===== config.mk =====
export PLATFORM = sky130hd
export DESIGN_NAME = cvd_precharge_acq_sequencer
export DESIGN_NICKNAME = d
export VERILOG_FILES = /design/src/core/cvd_pkg.sv /design/src/core/cvd_phase_timer.sv /design/src/core/cvd_precharge_acq_sequencer.sv
export SDC_FILE = /design/constraint.sdc
export NUM_CORES = 1
export LEC_CHECK = 0
export ABC_AREA = 0
export ABC_CLOCK_PERIOD_IN_PS = 3360
export BUFFER_PORTS_ARGS = -buffer_cell sky130_fd_sc_hd__buf_2
export CAP_MARGIN = 10
export CORE_AREA = 2 2 110 112
export CTS_CLUSTER_SIZE = 12
export DETAILED_ROUTE_END_ITERATION = 10
export DIE_AREA = 0 0 112 114
export PLACE_DENSITY = 0.83
export RECOVER_POWER = 25
export SLEW_MARGIN = 20
export SYNTH_ARGS = -nofsm -noshare
export SYNTH_HDL_FRONTEND = slang
export SYNTH_SLANG_ARGS = --single-unit

===== constraint.sdc =====
create_clock -name aclk -period 3.36 [get_ports aclk]
set_input_delay 0.672 -clock aclk [delete_from_list [all_inputs] [get_ports aclk]]
set_output_delay 0.672 -clock aclk [all_outputs]
set_load 0.005 [all_outputs]

===== src/core/cvd_pkg.sv =====
package cvd_pkg;

  // ----------------------------------------------------------------
  // Register map (byte addresses)
  // ----------------------------------------------------------------
  localparam logic [7:0] ADDR_CTRL   = 8'h00;
  localparam logic [7:0] ADDR_PRE    = 8'h04;
  localparam logic [7:0] ADDR_ACQ    = 8'h08;
  localparam logic [7:0] ADDR_CAP    = 8'h0c;
  localparam logic [7:0] ADDR_STATUS = 8'h10;
  localparam logic [7:0] ADDR_CONV   = 8'h14;

  // ----------------------------------------------------------------
  // Field widths and positions
  // ----------------------------------------------------------------
  localparam int LEN_W = 13;
  localparam int CAP_W = 5;
  localparam int CONV_W = 8;
  localparam int CTRL_GO     = 0;
  localparam int CTRL_LEVEL  = 1;
  localparam int CTRL_GIDLE  = 2;
  localparam int CTRL_INVERT = 3;
  localparam int CTRL_DUAL   = 4;
  localparam int CTRL_ON     = 5;

  // ----------------------------------------------------------------
  // Reset values and counts
  // ----------------------------------------------------------------
  localparam logic [LEN_W-1:0]  LEN_MAX       = 13'h1fff;
  localparam logic [CONV_W-1:0] CONV_DEFAULT  = 8'h0f;
  localparam logic [1:0]        RESP_OKAY     = 2'h0;
  localparam logic [1:0]        RESP_SLVERR   = 2'h2;

  // ----------------------------------------------------------------
  // Sequencer states
  // ----------------------------------------------------------------
  typedef enum logic [2:0] {
    ST_IDLE  = 3'b000,
    ST_PRE   = 3'b001,
    ST_ACQ   = 3'b010,
    ST_CONV  = 3'b011
  } cvd_state_type;

endpackage : cvd_pkg


===== src/core/cvd_phase_timer.sv =====
`timescale 1ns/10ps
// Down-counter that times one phase in converter clock cycles
module cvd_phase_timer
  import cvd_pkg::*;
#(
  parameter int WIDTH = LEN_W
) (
  // Clock and reset
  input  wire logic             aclk,
  input  wire logic             aresetn,
  // Control
  input  wire logic             load,
  input  wire logic [WIDTH-1:0] length,
  // Status
  output logic                  expired
);

  logic [WIDTH-1:0] count;

  // Load at phase start, count down and hold at zero; expired at one
  always_ff @(posedge aclk) begin
    if (!aresetn) begin
      count <= '0;
    end else if (load) begin
      count <= length;
    end else if (count != '0) begin
      count <= count - 1'b1;
    end
  end

  assign expired = count == {{(WIDTH-1){1'b0}}, 1'b1};

endmodule : cvd_phase_timer


===== src/core/cvd_precharge_acq_sequencer.sv =====
// Our own choices: the AXI4-Lite register port and the placing of the registers.
`timescale 1ns/10ps
// Notes on behaviour
// - Precharge enabled only for nonzero precharge length
// - Any conversion start begins precharge when precharge length is nonzero
// - Zero precharge length skips precharge
// - Precharge isolates and ties sample capacitor by level
// - Precharge forces channel pin drive high/low
// - Sensor path precharged opposite capacitor level
// - Precharge lasts precharge length cycles
// - Pin override beats pin direction control
// - Acquisition follows precharge, lasts window length
// - Acquisition releases drivers, connects channel
// - Zero window with precharge means 8191
// - Zero window without precharge: no timed acquisition
// - Differential repeats sequence with inverted levels
// - Two guard outputs, polarity from idle/invert
// - First precharge sets guards to idle level
// - Acquisition inverts guard A only; first acquisition with zero precharge length leaves A at idle level
// - Second sample invert flips guards, toggles A; no flip when precharge length is zero
// - Extra capacitance parallel, removed during conversion
// - No automatic capacitor discharge after conversion
// - Acquisition completes before conversion starts
// - Dual-sample bit selects one or two samples
module cvd_precharge_acq_sequencer
  import cvd_pkg::*;
(
  // Clock and reset
  input  wire logic              aclk,
  input  wire logic              aresetn,
  // AXI4-Lite write address
  input  wire logic [7:0]        s_axi_awaddr,
  input  wire logic              s_axi_awvalid,
  output logic                   s_axi_awready,
  // AXI4-Lite write data
  input  wire logic [31:0]       s_axi_wdata,
  input  wire logic [3:0]        s_axi_wstrb,
  input  wire logic              s_axi_wvalid,
  output logic                   s_axi_wready,
  // AXI4-Lite write response
  output logic [1:0]             s_axi_bresp,
  output logic                   s_axi_bvalid,
  input  wire logic              s_axi_bready,
  // AXI4-Lite read address
  input  wire logic [7:0]        s_axi_araddr,
  input  wire logic              s_axi_arvalid,
  output logic                   s_axi_arready,
  // AXI4-Lite read data
  output logic [31:0]            s_axi_rdata,
  output logic [1:0]             s_axi_rresp,
  output logic                   s_axi_rvalid,
  input  wire logic              s_axi_rready,
  // Hardware triggers (same clock domain)
  input  wire logic              special_trigger,
  input  wire logic              restart_trigger,
  // Pin direction control of selected channel (1 = input)
  input  wire logic              pin_direction_control,
  // Sample capacitor switches
  output logic                   hold_isolate,
  output logic                   hold_tie_supply,
  output logic                   hold_tie_ground,
  output logic                   channel_connect,
  // Selected pin driver
  output logic                   pin_out,
  output logic                   pin_oe,
  // Guard ring drives
  output logic                   guard_drive_a,
  output logic                   guard_drive_b,
  // Extra hold capacitance select
  output logic [CAP_W-1:0]       extra_hold_capacitance,
  // Converter core handshake
  output logic                   convert_start,
  output logic                   busy,
  output logic                   second_sample
);

  // ----------------------------------------------------------------
  // Registers
  // ----------------------------------------------------------------
  logic              go;
  logic              charge_phase_level;
  logic              guard_idle_level;
  logic              second_sample_invert;
  logic              dual_sample_enable;
  logic              conv_on;
  logic [LEN_W-1:0]  precharge_length;
  logic [LEN_W-1:0]  sampling_window_length;
  logic [CAP_W-1:0]  cap_select;
  logic [CONV_W-1:0] conv_length;

  cvd_state_type     state;
  cvd_state_type     next_state;
  logic              sample_idx;
  logic              done_pulse;

  // ----------------------------------------------------------------
  // Helper functions
  // ----------------------------------------------------------------
  // Byte-lane merge of a write into a stored word
  function automatic logic [31:0] merge_bytes(
    input logic [31:0] old_v,
    input logic [31:0] new_v,
    input logic [3:0]  strb
  );
    logic [31:0] r;
    r = old_v;
    for (int i = 0; i < 4; i++) begin
      if (strb[i]) begin
        r[i*8 +: 8] = new_v[i*8 +: 8];
      end
    end
    return r;
  endfunction : merge_bytes

  // Effective acquisition length for a given precharge setting
  function automatic logic [LEN_W-1:0] acq_len(
    input logic [LEN_W-1:0] pre_len,
    input logic [LEN_W-1:0] win_len
  );
    if (win_len == '0 && pre_len != '0) begin
      return LEN_MAX;
    end
    return win_len;
  endfunction : acq_len

  // ----------------------------------------------------------------
  // AXI4-Lite write path
  // ----------------------------------------------------------------
  logic        aw_held;
  logic        w_held;
  logic [7:0]  aw_addr;
  logic [31:0] w_data;
  logic [3:0]  w_strb;
  wire         aw_take  = s_axi_awvalid && s_axi_awready;
  wire         w_take   = s_axi_wvalid && s_axi_wready;
  wire         aw_have  = aw_held || aw_take;
  wire         w_have   = w_held || w_take;
  wire         wr_fire  = aw_have && w_have && !s_axi_bvalid;
  wire [7:0]   wr_addr  = aw_held ? aw_addr : s_axi_awaddr;
  wire [31:0]  wr_data  = w_held ? w_data : s_axi_wdata;
  wire [3:0]   wr_strb  = w_held ? w_strb : s_axi_wstrb;
  wire         wr_ctrl  = wr_fire && wr_addr == ADDR_CTRL;
  wire         wr_pre   = wr_fire && wr_addr == ADDR_PRE;
  wire         wr_acq   = wr_fire && wr_addr == ADDR_ACQ;
  wire         wr_cap   = wr_fire && wr_addr == ADDR_CAP;
  wire         wr_conv  = wr_fire && wr_addr == ADDR_CONV;
  wire         wr_map   = wr_ctrl || wr_pre || wr_acq || wr_cap
                          || wr_conv || wr_addr == ADDR_STATUS;
  wire [31:0]  ctrl_word = {26'h0, conv_on, dual_sample_enable,
                            second_sample_invert, guard_idle_level,
                            charge_phase_level, go};
  wire [31:0]  ctrl_new = merge_bytes(ctrl_word, wr_data, wr_strb);

  // Address and data latches; accepted in either order
  always_ff @(posedge aclk) begin
    if (!aresetn) begin
      aw_held <= 1'b0;
      w_held  <= 1'b0;
      aw_addr <= 8'h00;
      w_data  <= 32'h0;
      w_strb  <= 4'h0;
    end else begin
      if (wr_fire) begin
        aw_held <= 1'b0;
      end else if (aw_take) begin
        aw_held <= 1'b1;
        aw_addr <= s_axi_awaddr;
      end
      if (wr_fire) begin
        w_held <= 1'b0;
      end else if (w_take) begin
        w_held <= 1'b1;
        w_data <= s_axi_wdata;
        w_strb <= s_axi_wstrb;
      end
    end
  end

  // Ready and response handshake
  always_ff @(posedge aclk) begin
    if (!aresetn) begin
      s_axi_awready <= 1'b0;
      s_axi_wready  <= 1'b0;
      s_axi_bvalid  <= 1'b0;
      s_axi_bresp   <= RESP_OKAY;
    end else begin
      s_axi_awready <= !aw_have && !s_axi_bvalid;
      s_axi_wready  <= !w_have && !s_axi_bvalid;
      if (wr_fire) begin
        s_axi_bvalid <= 1'b1;
        s_axi_bresp  <= wr_map ? RESP_OKAY : RESP_SLVERR;
      end else if (s_axi_bready) begin
        s_axi_bvalid <= 1'b0;
      end
    end
  end

  // ----------------------------------------------------------------
  // Control registers
  // ----------------------------------------------------------------
  wire hw_trigger = special_trigger || restart_trigger;
  wire start_conv = state == ST_IDLE && conv_on
                    && (go || hw_trigger);

  // Software fields; hardware clears go on completion
  always_ff @(posedge aclk) begin
    if (!aresetn) begin
      go                     <= 1'b0;
      charge_phase_level     <= 1'b0;
      guard_idle_level       <= 1'b0;
      second_sample_invert   <= 1'b0;
      dual_sample_enable     <= 1'b0;
      conv_on                <= 1'b0;
      precharge_length       <= '0;
      sampling_window_length <= '0;
      cap_select             <= '0;
      conv_length            <= CONV_DEFAULT;
    end else begin
      if (wr_ctrl) begin
        charge_phase_level   <= ctrl_new[CTRL_LEVEL];
        guard_idle_level     <= ctrl_new[CTRL_GIDLE];
        second_sample_invert <= ctrl_new[CTRL_INVERT];
        dual_sample_enable   <= ctrl_new[CTRL_DUAL];
        conv_on              <= ctrl_new[CTRL_ON];
      end
      if (wr_ctrl && ctrl_new[CTRL_GO]) begin
        go <= 1'b1;
      end else if (done_pulse || start_conv && !go) begin
        go <= 1'b0;
      end else if (start_conv) begin
        go <= 1'b1;
      end
      if (wr_pre) begin
        precharge_length <= wr_data[LEN_W-1:0];
      end
      if (wr_acq) begin
        sampling_window_length <= wr_data[LEN_W-1:0];
      end
      if (wr_cap) begin
        cap_select <= wr_data[CAP_W-1:0];
      end
      if (wr_conv) begin
        conv_length <= wr_data[CONV_W-1:0];
      end
    end
  end

  // ----------------------------------------------------------------
  // Phase sequencer
  // ----------------------------------------------------------------
  wire              pre_en  = precharge_length != '0;
  wire [LEN_W-1:0]  acq_eff = acq_len(precharge_length,
                                      sampling_window_length);
  wire              acq_en  = acq_eff != '0;
  wire              last_sample = !dual_sample_enable || sample_idx;
  wire              timer_exp;
  wire              conv_exp;
  wire              enter_pre  = next_state == ST_PRE && state != ST_PRE;
  wire              enter_acq  = next_state == ST_ACQ && state != ST_ACQ;
  wire              enter_conv = next_state == ST_CONV
                                 && (state != ST_CONV || conv_exp);
  wire [LEN_W-1:0]  timer_len  = enter_pre ? precharge_length : acq_eff;
  wire              next_idx   = start_conv ? 1'b0
                                 : state == ST_CONV && conv_exp ? !last_sample
                                 : sample_idx;
  wire              level_now  = charge_phase_level ^ next_idx;
  assign done_pulse = state == ST_CONV && conv_exp && last_sample;

  // Entry point of a sample sequence
  function automatic cvd_state_type first_phase(
    input logic p_en,
    input logic a_en
  );
    if (p_en) begin
      return ST_PRE;
    end else if (a_en) begin
      return ST_ACQ;
    end
    return ST_CONV;
  endfunction : first_phase

  // Next state selection
  always_comb begin
    next_state = state;
    case (state)
      ST_IDLE: begin
        if (start_conv) begin
          next_state = first_phase(pre_en, acq_en);
        end
      end
      ST_PRE: begin
        if (timer_exp) begin
          next_state = ST_ACQ;
        end
      end
      ST_ACQ: begin
        if (timer_exp) begin
          next_state = ST_CONV;
        end
      end
      ST_CONV: begin
        if (conv_exp) begin
          next_state = last_sample ? ST_IDLE
                                   : first_phase(pre_en, acq_en);
        end
      end
      default: next_state = ST_IDLE;
    endcase
  end

  // State and sample index
  always_ff @(posedge aclk) begin
    if (!aresetn) begin
      state      <= ST_IDLE;
      sample_idx <= 1'b0;
    end else begin
      state      <= next_state;
      sample_idx <= next_idx;
    end
  end

  // Precharge and acquisition length counter
  cvd_phase_timer #(
    .WIDTH   (LEN_W)
  ) u_phase_timer (
    .aclk    (aclk),
    .aresetn (aresetn),
    .load    (enter_pre || enter_acq),
    .length  (timer_len),
    .expired (timer_exp)
  );

  // Conversion length counter
  cvd_phase_timer #(
    .WIDTH   (CONV_W)
  ) u_conv_timer (
    .aclk    (aclk),
    .aresetn (aresetn),
    .load    (enter_conv),
    .length  (conv_length),
    .expired (conv_exp)
  );

  // ----------------------------------------------------------------
  // Analog switch, pin and guard outputs
  // ----------------------------------------------------------------
  wire in_pre  = next_state == ST_PRE;
  wire in_acq  = next_state == ST_ACQ;
  wire in_conv = next_state == ST_CONV;
  wire first_pre = enter_pre && !sample_idx && state == ST_IDLE;

  // Registered drive of switches and pin override
  always_ff @(posedge aclk) begin
    if (!aresetn) begin
      hold_isolate    <= 1'b0;
      hold_tie_supply <= 1'b0;
      hold_tie_ground <= 1'b0;
      channel_connect <= 1'b0;
      pin_out         <= 1'b0;
      pin_oe          <= 1'b0;
      extra_hold_capacitance <= '0;
    end else begin
      hold_isolate    <= in_pre;
      hold_tie_supply <= in_pre && level_now;
      hold_tie_ground <= in_pre && !level_now;
      // Channel stays on the capacitor when idle; no discharge
      channel_connect <= !in_pre && !in_conv;
      pin_out         <= in_pre && !level_now;
      pin_oe          <= in_pre || !pin_direction_control
                         && next_state == ST_IDLE;
      extra_hold_capacitance <= in_conv ? '0 : cap_select;
    end
  end

  // Guard ring drives
  always_ff @(posedge aclk) begin
    if (!aresetn) begin
      guard_drive_a <= 1'b0;
      guard_drive_b <= 1'b0;
    end else if (first_pre || start_conv && !pre_en) begin
      guard_drive_a <= guard_idle_level;
      guard_drive_b <= guard_idle_level;
    end else if (enter_pre && next_idx && second_sample_invert) begin
      guard_drive_a <= !guard_idle_level;
      guard_drive_b <= !guard_idle_level;
    end else if (enter_acq) begin
      guard_drive_a <= !guard_drive_a;
    end
  end

  // Converter handshake outputs
  always_ff @(posedge aclk) begin
    if (!aresetn) begin
      convert_start <= 1'b0;
      busy          <= 1'b0;
      second_sample <= 1'b0;
    end else begin
      convert_start <= enter_conv;
      busy          <= next_state != ST_IDLE;
      second_sample <= next_idx;
    end
  end

  // ----------------------------------------------------------------
  // AXI4-Lite read path
  // ----------------------------------------------------------------
  wire        ar_take = s_axi_arvalid && s_axi_arready;
  wire [31:0] status_word = {27'h0, sample_idx, 1'b0, state};
  wire [31:0] rd_word =
    s_axi_araddr == ADDR_CTRL   ? ctrl_word :
    s_axi_araddr == ADDR_PRE    ? {19'h0, precharge_length} :
    s_axi_araddr == ADDR_ACQ    ? {19'h0, sampling_window_length} :
    s_axi_araddr == ADDR_CAP    ? {27'h0, cap_select} :
    s_axi_araddr == ADDR_STATUS ? status_word :
    s_axi_araddr == ADDR_CONV   ? {24'h0, conv_length} : 32'h0;
  wire        rd_map = s_axi_araddr == ADDR_CTRL
                       || s_axi_araddr == ADDR_PRE
                       || s_axi_araddr == ADDR_ACQ
                       || s_axi_araddr == ADDR_CAP
                       || s_axi_araddr == ADDR_STATUS
                       || s_axi_araddr == ADDR_CONV;

  // Read address accept and data return
  always_ff @(posedge aclk) begin
    if (!aresetn) begin
      s_axi_arready <= 1'b0;
      s_axi_rvalid  <= 1'b0;
      s_axi_rdata   <= 32'h0;
      s_axi_rresp   <= RESP_OKAY;
    end else begin
      s_axi_arready <= !s_axi_rvalid && !ar_take;
      if (ar_take) begin
        s_axi_rvalid <= 1'b1;
        s_axi_rdata  <= rd_word;
        s_axi_rresp  <= rd_map ? RESP_OKAY : RESP_SLVERR;
      end else if (s_axi_rready) begin
        s_axi_rvalid <= 1'b0;
      end
    end
  end

endmodule : cvd_precharge_acq_sequencer


==> results.toml <==
[run_status]
status = "finished, violations left"
violations = "max-capacitance violations, max-slew violations"

[logic_synthesis]
synthMuxAreaShare_pct = 13.90
synthCells = 668
synth_seq_cells = 128
synth_top_area_cell = "dfxtp_1"
avgSynthCellArea_um2 = 9.056
netlist_top_cells_area = "dfxtp_1 42%, mux2i_1 11%, nor2_1 5.8%"
synth-async-reset-ratio_pct = 0
ys_seq_area_share_pct = 42.36
synth_top_flop_cell = "dfxtp_1"
synth_xor_area_share_pct = 1.882
synth_adder_area_share_pct = 0.8273
yosys_warnings = 0
synth-simple-area-share_pct = 18.18
synth_edf_count = 0
netlist_area_mm2 = 0.006050
synth_cell_types = 69
synth-compound-area-share_pct = 16.57
synth_top_area_share_pct = 42.36
synth_top_family_by_area = "simple AND/OR/NAND/NOR gates"

[routing]
wl_mm = 15.52
ant_nets = 0
drt_iter0_drc = 389
wl_per_cell_um = 17.21
drtPass1Iterations = 5
vias = 5384
drc_errors = 0
viasPerCell = 5.969

[min_path]
hold_path_class = "input pin to flip-flop"
min_to = "pin_oe$_SDFF_PN0_"
hold_start = "pin_direction_control"
min_path_cells = 2

[place]
globalplace.congestion = 0.9307
place_hpwl_mm = 11.04
place_area_mm2 = 0.006505
numPortBuffers = 75

[global_routing]
grt_pass1_wl_mm = 25.46
grt_pass1_vias = 5207
grt_max_degree = 42
antenna_found_initial = 0
grt_use_total_pct = 24.95
grt-ovfl-total = 0

[clock_tree]
hold_buffers = 0
htree_num_levels = 4
root_buffer = "clkbuf_16"
clkTransAtPathRegs_ns = 0.06
cts.sinks = 128
cts_resized = 0
cts_tree = "yes"
cts_buffers = 17
cts_setup_buffers = 0
clock_path_buffers = 2
insertion_delay_ns = 0.42

[floorplan]
die_x_um = 112
die_h_um = 114
io_pins = 119
initial_core_util_pct = 51.66
core_mm2 = 0.01171
rows = 40
die_area_mm2 = 0.01277

[worst_setup_path]
critical_path_arrival_ns = 3.44
worst-setup-path-type = "flip-flop to flip-flop"
required_ns = 3.72
r2r_slack_ns = 0.28
crit_path_end_kind = "flip-flop"
worstRegToRegCells = 8
worstReg2RegEnd = "u_phase_timer.count[8]$_SDFFE_PN0P_"
timing.rr.start = "u_phase_timer.count[1]$_SDFFE_PN0P_"
start_kind = "flip-flop"
worstPathMaxFanout = 14

[flow_run]
cap_violations = 2

[timing]
slew_headroom_pct = -18.35
setup_violations = 0
finalCriticalPeriod_ns = 3.082
max_freq_mhz = 324.5
min_period_over_period_pct = 91.73
rsz0062_at_grt = "no"
final_max_slew_viol_count = 83
finClkSkew_ns = 0.007902
fin_tns_setup_ns = 0
worst_slew_pin_slew_ns = 1.775
final-hold-violation-count = 0

[power]
p_leak_nw = 2.907
ir_drop_mv = 0.4354
power_density_mw_per_mm2 = 669.3

[cells_and_area]
design_area_mm2 = 0.007096
mostFrequentLayoutCell = "dfxtp_1"
most-common-layout-cells = "128 x dfxtp_1, 93 x nor2_1, 66 x mux2i_1"
fin_nets = 809
layout-drive-gt1-share_pct = 18.01
insertedDiodeCount = 0
syn2layout_area_growth_pct = 17.29
==> report_power, final <==
group | leakage (nW) | switching [W] | total (W) | internal (W)
combinational | 1.57 | 0.000589 | 0.00108 | 0.000494
clock | 0.294 | 0.000653 | 0.00189 | 0.00124
sequential | 1.04 | 0.000128 | 0.00178 | 0.00165
total | 2.91 | 0.00137 | 0.00475 | 0.00338
==> cell families (layout without fill, tap and decap cells) <==
| family | count (synthesis) | after routing |
|---|---|---|
| and+or+nand+nor | 216 | 216 |
| muxes | 82 | 82 |
| adders and majority gates | 4 | 4 |
| xor gates and xnor gates | 13 | 13 |
| DFF | 128 | 128 |
| other | 1 | 22 |
| buffers and inverters | 76 | 142 |
| AOI/OAI and AO/OA | 148 | 148 |
==> metrics by stage <==
step | total power, W | worst slack [ns] | instances | hold WS [ns] | utilization (%)
after floorplan | 0.002609 | 0.5572 | 689 | 0.4298 | -
after global placement | 0.002773 | 0.4097 | 871 | 0.4307 | 55.54
after detailed placement | 0.002844 | 0.3530 | 871 | 0.4454 | 55.54
after CTS | 0.004747 | 0.3185 | 902 | 0.4215 | 60.80
after global routing | 0.004972 | 0.08900 | 902 | 0.4301 | 60.59
final | 0.004749 | 0.2780 | 902 | 0.4328 | 60.59
==> flip-flops by register name, indices dropped and copies added (netlist names), 3 cells and up <==
| name | flops |
|---|---|
| precharge_length | 13 |
| s_axi_rdata | 13 |
| sampling_window_length | 13 |
| u_phase_timer.count | 13 |
| w_data | 13 |
| aw_addr | 8 |
| conv_length | 8 |
| u_conv_timer.count | 8 |
| cap_select | 5 |
| extra_hold_capacitance | 5 |
| state | 3 |
==> routing by layer <==
layer,vias up,global-route usage [%],share of wire (%)
li1,2534,-,-
met5,-,0,0
met3,45,6.217,7.8
met4,0,11.22,2.7
met1,2532,29.39,40
met2,273,43.23,50
==> cell usage after synthesis (all sizes together), types with 8 or more instances <==
| library cell | number |
|---|---|
| a211oi | 15 |
| mux2i | 66 |
| o21ai | 30 |
| buf | 26 |
| nor2 | 93 |
| dfxtp | 128 |
| a22o | 11 |
| a22oi | 12 |
| clkbuf | 28 |
| mux2 | 16 |
| a21oi | 41 |
| nor3 | 18 |
| xnor2 | 8 |
| or4 | 9 |
| inv | 22 |
| nand2 | 27 |
| nor4 | 14 |
==> area by class of cell <==
class                           count  area [µm²]
Fill cell                         977        4616
Sequential cell                   128        2562
Multi-Input combinational cell    485        3196
Timing Repair Buffer               89       455.4
Tap cell                          147       183.9
Clock inverter                      9       131.4
Clock buffer                       22       484.2
Inverter                           22       82.58
==> critical path, stage by stage, from the launching register on <==
cell and delay, ns:
dfxtp_1 0.33, inv_1 0.09, ha_1 0.13, or3b_2 0.47
or4_4 0.50, o311a_4 0.35, a211o_1 0.44, nor2_1 0.46
a22o_1 0.24
==> worst max path at each step <==
stage | from | endpoint | depth (start not counted) | slack (ns)
floorplan | s_axi_awaddr[0] | precharge_length[10]$_SDFFE_PN0P_ | 8 | 0.56
global placement | u_phase_timer.count[1]$_SDFFE_PN0P_ | guard_drive_a$_SDFFE_PN0P_ | 8 | 0.41
detailed placement | u_phase_timer.count[1]$_SDFFE_PN0P_ | guard_drive_a$_SDFFE_PN0P_ | 8 | 0.35
CTS | u_phase_timer.count[1]$_SDFFE_PN0P_ | u_phase_timer.count[8]$_SDFFE_PN0P_ | 8 | 0.32
global route | state[0]$_SDFF_PN0_ | u_phase_timer.count[2]$_SDFFE_PN0P_ | 6 | 0.09
finish | u_phase_timer.count[1]$_SDFFE_PN0P_ | u_phase_timer.count[8]$_SDFFE_PN0P_ | 8 | 0.28
Power figures use the tool's default switching activity.
